`config.mk`:
```
export PLATFORM = sky130hd
export DESIGN_NAME = spi_fram_cmd
export DESIGN_NICKNAME = d
export VERILOG_FILES = /design/src/spi_fram_pkg.sv /design/src/sync_two_ff.sv /design/src/spi_fram_cmd.sv
export VERILOG_INCLUDE_DIRS = /design/src
export SDC_FILE = /design/constraint.sdc
export NUM_CORES = 1
export LEC_CHECK = 0
export BUFFER_PORTS_ARGS = -buffer_cell sky130_fd_sc_hd__buf_2
export CORE_MARGIN = 5
export CORE_UTILIZATION = 36
export DETAILED_ROUTE_END_ITERATION = 16
export GPL_TIMING_DRIVEN = 0
export PLACE_DENSITY = 0.51
export SLEW_MARGIN = 20
export SYNTH_ARGS = -nofsm -noshare
export SYNTH_HDL_FRONTEND = slang
export SYNTH_HIERARCHICAL = 1
export SYNTH_SLANG_ARGS = --single-unit
```
`constraint.sdc`:
```
create_clock -name clk -period 3.35 [get_ports clk]
set_input_delay 0.67 -clock clk [delete_from_list [all_inputs] [get_ports clk]]
set_output_delay 0.67 -clock clk [all_outputs]
set_load 0.02 [all_outputs]
```
`src/spi_fram_cfg.svh`:
```
`ifndef SPI_FRAM_CFG_SVH
`define SPI_FRAM_CFG_SVH

// opcodes
`define OP_LATCH_SET        8'h06
`define OP_LATCH_CLEAR      8'h04
`define OP_STATUS_READ      8'h05
`define OP_STATUS_WRITE     8'h01
`define OP_ARRAY_WRITE      8'h02
`define OP_ARRAY_READ       8'h03
`define OP_FAST_ARRAY_READ  8'h0B
`define OP_SS_WRITE         8'h42
`define OP_SS_READ          8'h4B
`define OP_DEVICE_ID_READ   8'h9F
`define OP_UNIQUE_ID_READ   8'h4C
`define OP_SERIAL_WRITE     8'hC2
`define OP_SERIAL_READ      8'hC3
`define OP_DEEP_SLEEP       8'hBA
`define OP_HIBERNATE        8'hB9

// status field positions
`define ST_PIN_EN_BIT       7
`define ST_FIXED_ONE_BIT    6
`define ST_BP_HIGH_BIT      3
`define ST_BP_LOW_BIT       2
`define ST_WEL_BIT          1
`define ST_READY_BIT        0

// protected region bounds (21-bit array address)
`define QUARTER_BASE        21'h180000
`define HALF_BASE           21'h100000

// wake time after a low-power command, given in ns and turned into cycles of clk
`define WAKE_TIME_NS        1000
`define CLK_PERIOD_NS       50
`define WAKE_CYCLES         (`WAKE_TIME_NS / `CLK_PERIOD_NS)

`endif

```
`src/spi_fram_pkg.sv`:
```
package spi_fram_pkg;

  typedef enum logic [3:0] {
    CMD_NONE,
    CMD_LATCH_SET,
    CMD_LATCH_CLEAR,
    CMD_STATUS_READ,
    CMD_STATUS_WRITE,
    CMD_ARRAY_WRITE,
    CMD_ARRAY_READ,
    CMD_FAST_READ,
    CMD_SS_WRITE,
    CMD_SS_READ,
    CMD_DEVICE_ID,
    CMD_UNIQUE_ID,
    CMD_SERIAL_WRITE,
    CMD_SERIAL_READ,
    CMD_DEEP_SLEEP,
    CMD_HIBERNATE
  } cmd_type;

  typedef enum logic [1:0] {
    PH_IDLE,
    PH_OPCODE,
    PH_BODY,
    PH_IGNORE
  } phase_type;

endpackage

```
`src/sync_two_ff.sv`:
```
`timescale 1ns/10ps

module sync_two_ff (
  // clock and reset
  input  wire logic clk,
  input  wire logic reset,
  // level in other domain
  input  wire logic async_in,
  input  wire logic reset_value,
  // synchronised level
  output logic      sync_out
);

  logic meta_reg;

  // reset loads zero; reset_value, a constant tie at the instance, inverts the input when tied high
  always_ff @(posedge clk) begin
    if (reset) begin
      meta_reg <= 1'b0;
      sync_out <= 1'b0;
    end else begin
      meta_reg <= async_in ^ reset_value;
      sync_out <= meta_reg;
    end
  end

endmodule

```
`src/spi_fram_cmd.sv`:
```
`timescale 1ns/10ps
`include "spi_fram_cfg.svh"

// Overview of operation
// - opcode 06h sets the write-enable latch
// - opcode 04h clears the write-enable latch
// - opcode 05h shifts out exactly one status byte
// - opcode 01h plus data byte updates pin enable and block-protect bits
// - 02h is array write, 03h array read, 0Bh fast array read
// - fifteen opcodes recognised including special, ID, serial and low-power codes
// - write-enable flag, status bit 1, reads zero after power-up
// - status write data never writes the write-enable flag; the flag clears when it ends
// - latch clears on chip-select rise ending clear or any write command
// - status bits: 7 pin enable, 3 and 2 block protect, 1 latch
// - bits 0, 4, 5 read zero, bit 6 reads one, unwritable
// - bit 0 reads zero except while waking from low-power modes
// - block-protect bits are nonvolatile and not reset at power-up
// - block protect selects none, upper quarter, upper half or all
// - pin enable high with protect pin low rejects status writes
// - protect pin never blocks array writes
// - array writes blocked only by clear latch or protected address
// - array write bytes accepted back to back with no busy time
// - first byte after chip-select fall is the single opcode
// - undefined opcode ignored with output tristated until next select
// - mode 0 or 3 from clock level at select; sample rise, drive fall

module spi_fram_cmd (
  // clock and reset
  input  wire logic        clk,
  input  wire logic        reset,
  // spi pins
  input  wire logic        sck,
  input  wire logic        cs_n,
  input  wire logic        si,
  output logic             so,
  output logic             so_oe,
  input  wire logic        wp_n,
  // array side
  output logic             array_write_stb,
  output logic [20:0]      array_addr,
  output logic [7:0]       array_wdata,
  output logic [3:0]       active_cmd,
  output logic [7:0]       protection_status
);

  logic sck_s;
  logic cs_s;
  logic si_s;
  logic wp_s;
  logic sck_d_reg;
  logic cs_d_reg;

  // pins pass two flops; cs and wp idle high so invert through the sync
  sync_two_ff u_sck (.clk(clk), .reset(reset), .async_in(sck), .reset_value(1'b0),
                     .sync_out(sck_s));
  sync_two_ff u_cs (.clk(clk), .reset(reset), .async_in(cs_n), .reset_value(1'b1),
                    .sync_out(cs_s));
  sync_two_ff u_si (.clk(clk), .reset(reset), .async_in(si), .reset_value(1'b0),
                    .sync_out(si_s));
  sync_two_ff u_wp (.clk(clk), .reset(reset), .async_in(wp_n), .reset_value(1'b1),
                    .sync_out(wp_s));

  // cs_s and wp_s are inverted: cs_s high means selected, wp_s high means pin low
  logic selected;
  logic wp_low;
  assign selected = cs_s;
  assign wp_low   = wp_s;

  always_ff @(posedge clk) begin
    if (reset) begin
      sck_d_reg <= 1'b0;
      cs_d_reg  <= 1'b0;
    end else begin
      sck_d_reg <= sck_s;
      cs_d_reg  <= selected;
    end
  end

  logic sel_fall;
  logic sel_rise;
  logic sck_rise;
  logic sck_fall;
  assign sel_fall = selected & ~cs_d_reg;
  assign sel_rise = ~selected & cs_d_reg;
  assign sck_rise = selected & cs_d_reg & sck_s & ~sck_d_reg;
  assign sck_fall = selected & cs_d_reg & ~sck_s & sck_d_reg;

  // mode 3 starts with clock high: its first fall drives nothing, edges are the same
  logic mode3_reg;
  always_ff @(posedge clk) begin
    if (reset) begin
      mode3_reg <= 1'b0;
    end else if (sel_fall) begin
      mode3_reg <= sck_s;
    end
  end

  spi_fram_pkg::phase_type phase_reg;
  spi_fram_pkg::cmd_type   cmd_reg;
  logic [7:0]  shift_reg;
  logic [2:0]  bit_cnt_reg;
  logic [5:0]  byte_cnt_reg;
  logic        byte_done;
  logic [7:0]  byte_val;

  assign byte_val  = {shift_reg[6:0], si_s};
  assign byte_done = sck_rise & (bit_cnt_reg == 3'h7);

  function automatic spi_fram_pkg::cmd_type decode(input logic [7:0] op);
    case (op)
      `OP_LATCH_SET:       decode = spi_fram_pkg::CMD_LATCH_SET;
      `OP_LATCH_CLEAR:     decode = spi_fram_pkg::CMD_LATCH_CLEAR;
      `OP_STATUS_READ:     decode = spi_fram_pkg::CMD_STATUS_READ;
      `OP_STATUS_WRITE:    decode = spi_fram_pkg::CMD_STATUS_WRITE;
      `OP_ARRAY_WRITE:     decode = spi_fram_pkg::CMD_ARRAY_WRITE;
      `OP_ARRAY_READ:      decode = spi_fram_pkg::CMD_ARRAY_READ;
      `OP_FAST_ARRAY_READ: decode = spi_fram_pkg::CMD_FAST_READ;
      `OP_SS_WRITE:        decode = spi_fram_pkg::CMD_SS_WRITE;
      `OP_SS_READ:         decode = spi_fram_pkg::CMD_SS_READ;
      `OP_DEVICE_ID_READ:  decode = spi_fram_pkg::CMD_DEVICE_ID;
      `OP_UNIQUE_ID_READ:  decode = spi_fram_pkg::CMD_UNIQUE_ID;
      `OP_SERIAL_WRITE:    decode = spi_fram_pkg::CMD_SERIAL_WRITE;
      `OP_SERIAL_READ:     decode = spi_fram_pkg::CMD_SERIAL_READ;
      `OP_DEEP_SLEEP:      decode = spi_fram_pkg::CMD_DEEP_SLEEP;
      `OP_HIBERNATE:       decode = spi_fram_pkg::CMD_HIBERNATE;
      default:             decode = spi_fram_pkg::CMD_NONE;
    endcase
  endfunction

  // bit and byte counting
  always_ff @(posedge clk) begin
    if (reset || sel_fall) begin
      shift_reg    <= 8'h00;
      bit_cnt_reg  <= 3'h0;
      byte_cnt_reg <= 6'h00;
    end else if (sck_rise) begin
      shift_reg   <= byte_val;
      bit_cnt_reg <= bit_cnt_reg + 3'h1;
      if (byte_done && byte_cnt_reg != 6'h3F) begin
        byte_cnt_reg <= byte_cnt_reg + 6'h01;
      end
    end
  end

  // phase: one opcode per select, unknown opcodes put the decoder to sleep
  always_ff @(posedge clk) begin
    if (reset) begin
      phase_reg <= spi_fram_pkg::PH_IDLE;
      cmd_reg   <= spi_fram_pkg::CMD_NONE;
    end else if (sel_fall) begin
      phase_reg <= spi_fram_pkg::PH_OPCODE;
      cmd_reg   <= spi_fram_pkg::CMD_NONE;
    end else if (sel_rise) begin
      phase_reg <= spi_fram_pkg::PH_IDLE;
      cmd_reg   <= spi_fram_pkg::CMD_NONE;
    end else begin
      case (phase_reg)
        spi_fram_pkg::PH_OPCODE: begin
          if (byte_done) begin
            cmd_reg <= decode(byte_val);
            if (decode(byte_val) == spi_fram_pkg::CMD_NONE) begin
              phase_reg <= spi_fram_pkg::PH_IGNORE;
            end else begin
              phase_reg <= spi_fram_pkg::PH_BODY;
            end
          end
        end
        spi_fram_pkg::PH_IDLE,
        spi_fram_pkg::PH_BODY,
        spi_fram_pkg::PH_IGNORE: begin
          phase_reg <= phase_reg;
        end
        default: phase_reg <= spi_fram_pkg::PH_IDLE;
      endcase
    end
  end

  // status bits; block protect has no reset to stand in for nonvolatile cells
  logic       latch_reg;
  logic       pin_en_reg;
  logic [1:0] bp_reg;
  logic       in_body;
  logic       status_wr_ok;
  logic       ends_write;
  assign in_body = (phase_reg == spi_fram_pkg::PH_BODY);
  assign status_wr_ok = latch_reg & ~(pin_en_reg & wp_low);
  assign ends_write = (cmd_reg == spi_fram_pkg::CMD_LATCH_CLEAR)
                    | (cmd_reg == spi_fram_pkg::CMD_STATUS_WRITE)
                    | (cmd_reg == spi_fram_pkg::CMD_ARRAY_WRITE)
                    | (cmd_reg == spi_fram_pkg::CMD_SS_WRITE)
                    | (cmd_reg == spi_fram_pkg::CMD_SERIAL_WRITE);

  always_ff @(posedge clk) begin
    if (reset) begin
      latch_reg <= 1'b0;
    end else if (sel_rise && in_body && cmd_reg == spi_fram_pkg::CMD_LATCH_SET) begin
      latch_reg <= 1'b1;
    end else if (sel_rise && in_body && ends_write) begin
      latch_reg <= 1'b0;
    end
  end

  // data byte applied only on its eighth bit; the latch is never written here
  always_ff @(posedge clk) begin
    if (reset) begin
      pin_en_reg <= 1'b0;
    end else if (in_body && cmd_reg == spi_fram_pkg::CMD_STATUS_WRITE && byte_done
                 && byte_cnt_reg == 6'h01 && status_wr_ok) begin
      pin_en_reg <= byte_val[`ST_PIN_EN_BIT];
    end
  end

  always_ff @(posedge clk) begin
    if (in_body && cmd_reg == spi_fram_pkg::CMD_STATUS_WRITE && byte_done
        && byte_cnt_reg == 6'h01 && status_wr_ok) begin
      bp_reg <= byte_val[`ST_BP_HIGH_BIT:`ST_BP_LOW_BIT];
    end
  end

  // wake timer after a low-power command ends
  logic [7:0] wake_cnt_reg;
  logic       low_power;
  assign low_power = (cmd_reg == spi_fram_pkg::CMD_DEEP_SLEEP)
                   | (cmd_reg == spi_fram_pkg::CMD_HIBERNATE);
  always_ff @(posedge clk) begin
    if (reset) begin
      wake_cnt_reg <= 8'h00;
    end else if (sel_rise && in_body && low_power) begin
      wake_cnt_reg <= 8'(`WAKE_CYCLES);
    end else if (wake_cnt_reg != 8'h00) begin
      wake_cnt_reg <= wake_cnt_reg - 8'h01;
    end
  end

  logic [7:0] status_val;
  always_comb begin
    status_val = 8'h00;
    status_val[`ST_FIXED_ONE_BIT] = 1'b1;
    status_val[`ST_PIN_EN_BIT] = pin_en_reg;
    status_val[`ST_BP_HIGH_BIT] = bp_reg[1];
    status_val[`ST_BP_LOW_BIT] = bp_reg[0];
    status_val[`ST_WEL_BIT] = latch_reg;
    status_val[`ST_READY_BIT] = (wake_cnt_reg != 8'h00);
  end

  always_ff @(posedge clk) begin
    if (reset) begin
      protection_status <= 8'h40;
    end else begin
      protection_status <= status_val;
    end
  end

  // array address and data framing
  logic [20:0] addr_reg;
  logic        blocked;
  always_comb begin
    case (bp_reg)
      2'b00:   blocked = 1'b0;
      2'b01:   blocked = (addr_reg >= `QUARTER_BASE);
      2'b10:   blocked = (addr_reg >= `HALF_BASE);
      default: blocked = 1'b1;
    endcase
  end

  logic arr_wr;
  assign arr_wr = in_body && cmd_reg == spi_fram_pkg::CMD_ARRAY_WRITE;

  always_ff @(posedge clk) begin
    if (reset) begin
      addr_reg <= 21'h000000;
    end else if (arr_wr && byte_done && byte_cnt_reg >= 6'h01 && byte_cnt_reg <= 6'h03) begin
      addr_reg <= {addr_reg[12:0], byte_val};
    end else if (arr_wr && byte_done && byte_cnt_reg >= 6'h04
                 && latch_reg && !blocked) begin
      addr_reg <= addr_reg + 21'h000001;
    end
  end

  // latch and block protect gate array writes; the pin plays no part
  always_ff @(posedge clk) begin
    if (reset) begin
      array_write_stb <= 1'b0;
      array_wdata     <= 8'h00;
      array_addr      <= 21'h000000;
    end else begin
      array_write_stb <= arr_wr && byte_done && byte_cnt_reg >= 6'h04
                         && latch_reg && !blocked;
      if (arr_wr && byte_done && byte_cnt_reg >= 6'h04) begin
        array_wdata <= byte_val;
        array_addr  <= addr_reg;
      end
    end
  end

  assign active_cmd = cmd_reg;

  // status byte out: msb first, advanced on falling edges
  logic [7:0] out_reg;
  logic [3:0] out_left_reg;
  always_ff @(posedge clk) begin
    if (reset || !selected) begin
      out_reg      <= 8'h00;
      out_left_reg <= 4'h0;
    end else if (phase_reg == spi_fram_pkg::PH_OPCODE && byte_done
                 && decode(byte_val) == spi_fram_pkg::CMD_STATUS_READ) begin
      out_reg      <= status_val;
      out_left_reg <= 4'h8;
    end else if (sck_fall && out_left_reg != 4'h0 && bit_cnt_reg == 3'h0
                 && byte_cnt_reg == 6'h01 && out_left_reg == 4'h8) begin
      out_left_reg <= 4'h8;
    end else if (sck_fall && out_left_reg != 4'h0 && bit_cnt_reg != 3'h0) begin
      out_reg      <= {out_reg[6:0], 1'b0};
      out_left_reg <= out_left_reg - 4'h1;
    end else if (byte_done && byte_cnt_reg == 6'h01) begin
      out_left_reg <= 4'h0;
    end
  end

  // straight from the shift flop: one more stage would miss the master's next rise
  assign so = out_reg[7];
  always_ff @(posedge clk) begin
    if (reset) begin
      so_oe <= 1'b0;
    end else begin
      so_oe <= selected && in_body && cmd_reg == spi_fram_pkg::CMD_STATUS_READ
               && byte_cnt_reg == 6'h01;
    end
  end

  a_latch_set_on_rise: assert property (@(posedge clk) disable iff (reset)
    (sel_rise && in_body && cmd_reg == spi_fram_pkg::CMD_LATCH_SET) |=> latch_reg)
    else $error("latch not set after set command");

  a_latch_cleared: assert property (@(posedge clk) disable iff (reset)
    (sel_rise && in_body && ends_write) |=> !latch_reg)
    else $error("latch not cleared after write command");

  a_fixed_bits: assert property (@(posedge clk) disable iff (reset)
    protection_status[6] && protection_status[5:4] == 2'b00)
    else $error("fixed status bits wrong");

  a_no_wr_unlatched: assert property (@(posedge clk) disable iff (reset)
    array_write_stb |-> $past(latch_reg))
    else $error("array write without latch");

  a_pin_guard: assert property (@(posedge clk) disable iff (reset)
    (pin_en_reg && wp_low) |=> $stable(bp_reg))
    else $error("status changed while pin protected");

  a_ignore_quiet: assert property (@(posedge clk) disable iff (reset)
    (phase_reg == spi_fram_pkg::PH_IGNORE) |-> !so_oe)
    else $error("output driven after bad opcode");

  a_mode_capture: assert property (@(posedge clk) disable iff (reset)
    sel_fall |=> (mode3_reg == $past(sck_s)))
    else $error("mode not captured");

  a_wel_unwritten: assert property (@(posedge clk) disable iff (reset)
    (!sel_rise) |=> $stable(latch_reg))
    else $error("latch changed outside select rise");

endmodule

```
==> impl_metrics.toml <==
[logic_synthesis]
async_flop_share_pct = 0
synth_seq_cells = 113
syn_area_per_cell_um2 = 8.349
synth_ff_type = "dfxtp_1"
yosysTopAreaCell = "dfxtp_1"
syn_area_um2 = 5310
synth_area_leaders = "dfxtp_1 (42%), nand2_1 (6.9%), a21oi_1 (5.1%)"
synthesis.instances = 636
synth_seq_area_share_pct = 42.98
synth_edf_count = 2
yosysWarnings = 6
yosysTopAreaCellShare_pct = 41.85
synth_cell_types = 65

[drt]
drtIter0Drc = 297
ant_nets = 0
dr.pass1.iters = 7
routedWlPerCell_um = 15.55
route.detailed.drc = 0
routed_via_density = 5.198
vias = 4683
wirelength_mm = 14.01

[timing]
timing.setup.tns_ps = 0
fin_crit_sh_pct = 80.65
hold_slack_ps = 432.4
worstMarginPinSlew_ps = 928.9
hold_viol = 0
finalWorstSetupSlack_ps = 648.1
maxSlewViolCount = 0
fmax_ghz = 0.3701
setup_viol = 0
period_minus_slack_ps = 2702
finClkSkew_ps = 9.463
relSlewSlack_pct = 37.56
rsz0062_at_grt = "no"

[critical_path]
critPathSlowestCell = "nor4_4"
critical_path_class = "flip-flop to flip-flop"
start_kind = "flip-flop"
max_stage_delay_ps = 620
path_max_fanout = 10
worstPathRequired_ps = 3680
path_cells = "ha_1 > ha_1 > nand4b_2 > nor4_4 > clkbuf_1 > buf_2 > nand2_1 > a21oi_1"
end_kind = "flip-flop"
crit_top_cell = "ha_1"
crit_family = "simple AND/OR/NAND/NOR gates"
arrival_ps = 3040
path_buf_inv = 2

[clock_network]
cts_tree = "done"
clockRootBuffer = "clkbuf_16"
ctsHoldBuffers = 0
htreeDepth = 4
cts_setup_buffers = 0
cts_buffer_depth = 2
cts.sinks = 113
clk_pin_slew_worst_paths_ps = 50
clkLatencyLatePin_ps = 410
cts_resized = 0
cts_buffers = 17

[pwr]
cellPowerDensity_nw_per_um2 = 569.1
peakVddDrop_mv = 0.3412
total_leakage_power_uw = 0.002377

[layout]
finalNetCount = 728
final_cell_mix = "dfxtp_1 (111), nand2_1 (98), nor2_1 (56)"
layout_commonest_cell = "dfxtp_1"
drive_gt1_share_pct = 12.97
diodes = 0
fin_util_pct = 44.11
multi_input_area_um2 = 2783
area_growth_pct = 20.26
register_area_um2 = 2282
fin_area_um2 = 6386
fill_cells = 1465

[global_routing]
grt_max_degree = 17
gr-total-overflow = 0
grt_pass1_vias = 4517
grt_usage_pct = 16.26
antenna_found_initial = 0
grt_pass1_wl_mm = 23.09

[place]
place_congestion = 0.8977
dp_worst_setup_slack_ps = 649.5
dp_hpwl_mm = 10.14
placed_cell_area_um2 = 5789
port_buffers = 46

[die]
die_area_um2 = 17280
fp.coreArea_um2 = 14480
fp.dieW_um = 131.5
start_util_pct = 36.67
io-pin-count = 50
die_h_um = 131.5
rows = 44

[worst_hold_path]
hold_path_class = "flip-flop to flip-flop"

[run_status]
status = "finished, final reports clean"

[run]
maxCapViolCount = 0
-- layer usage --
metal  global-route usage, %  routed length, µm  up-vias
met5                       0                  0        -
met4                   7.429                334        0
met3                   4.664                836       26
met2                   24.18               5996      127
met1                   21.86               6845     2169
li1                        -                  -     2361
-- area by class of cell --
type	count	area share [%]
tap	184	3.605
multi-input combinational	462	43.57
inverter	25	1.469
clock buffer	24	7.700
sequential	113	35.74
clock inverter	6	1.646
timing repair buffer	46	3.605
buffer	41	2.665
-- power breakdown --
part	internal [µW]	switching [µW]	leakage (µW)
logic	160	184	0.00116
registers	1410	53.5	0.000917
clock network	1230	591	0.000296
-- cells in the mapped netlist, types with 4 or more instances --
cell and number:
xor2_1 7, nand3b_1 5, nand4_1 12, a211oi_1 8, nor4_1 6, xnor2_1 13
nand2b_1 5, and3_1 6, a22oi_1 5, or4_1 6, inv_1 25, dfxtp_1 111
clkbuf_1 31, a21oi_1 54, mux2i_1 17, a31oi_1 11, nand2_1 98, nand4b_1 4
o211ai_1 9, nand3_1 15, nor3_1 22, or3_1 10, o21ai_0 7, nor2_1 56
ha_1 16, nor2b_1 15, buf_2 4
-- through the flow --
step                std cells  power [µW]
CTS                       901        3668
finish                    901        3634
floorplan                 641        1756
detailed placement        871        1834
global placement          871        1821
global route              901        3776
-- worst reg2reg max path, stage by stage (launching register included) --
cell and delay [ps]:
dfxtp_1 340, ha_1 150, ha_1 170, nand4b_2 340, nor4_4 630, clkbuf_1 460, buf_2 310, nand2_1 90
a21oi_1 150
-- logic make-up after synthesis --
logic type | after synthesis | share of synthesized area (%)
DFF | 113 | 42.98
buffers and inverters | 66 | 4.972
xor gates and xnor gates | 20 | 3.299
and+or+nand+nor | 283 | 27.45
other | 2 | 0.1414
adders and majority gates | 16 | 3.770
muxes | 17 | 3.204
AOI/OAI and AO/OA | 119 | 14.19
-- worst paths after layout --
check,depth (start not counted),to,slack (ps),from
worst max-delay path,8,array_addr[10]$_SDFFE_PP0N_,650,bit_cnt_reg[1]$_SDFFE_PP0P_
worst min-delay path,1,u_si/sync_out$_SDFF_PP0_,430,u_si/meta_reg$_SDFF_PP0_
worst max register to register,8,array_addr[10]$_SDFFE_PP0N_,650,bit_cnt_reg[1]$_SDFFE_PP0P_
worst min register to register,1,u_si/sync_out$_SDFF_PP0_,430,u_si/meta_reg$_SDFF_PP0_
No activity file was read; power rests on OpenSTA's default activity.
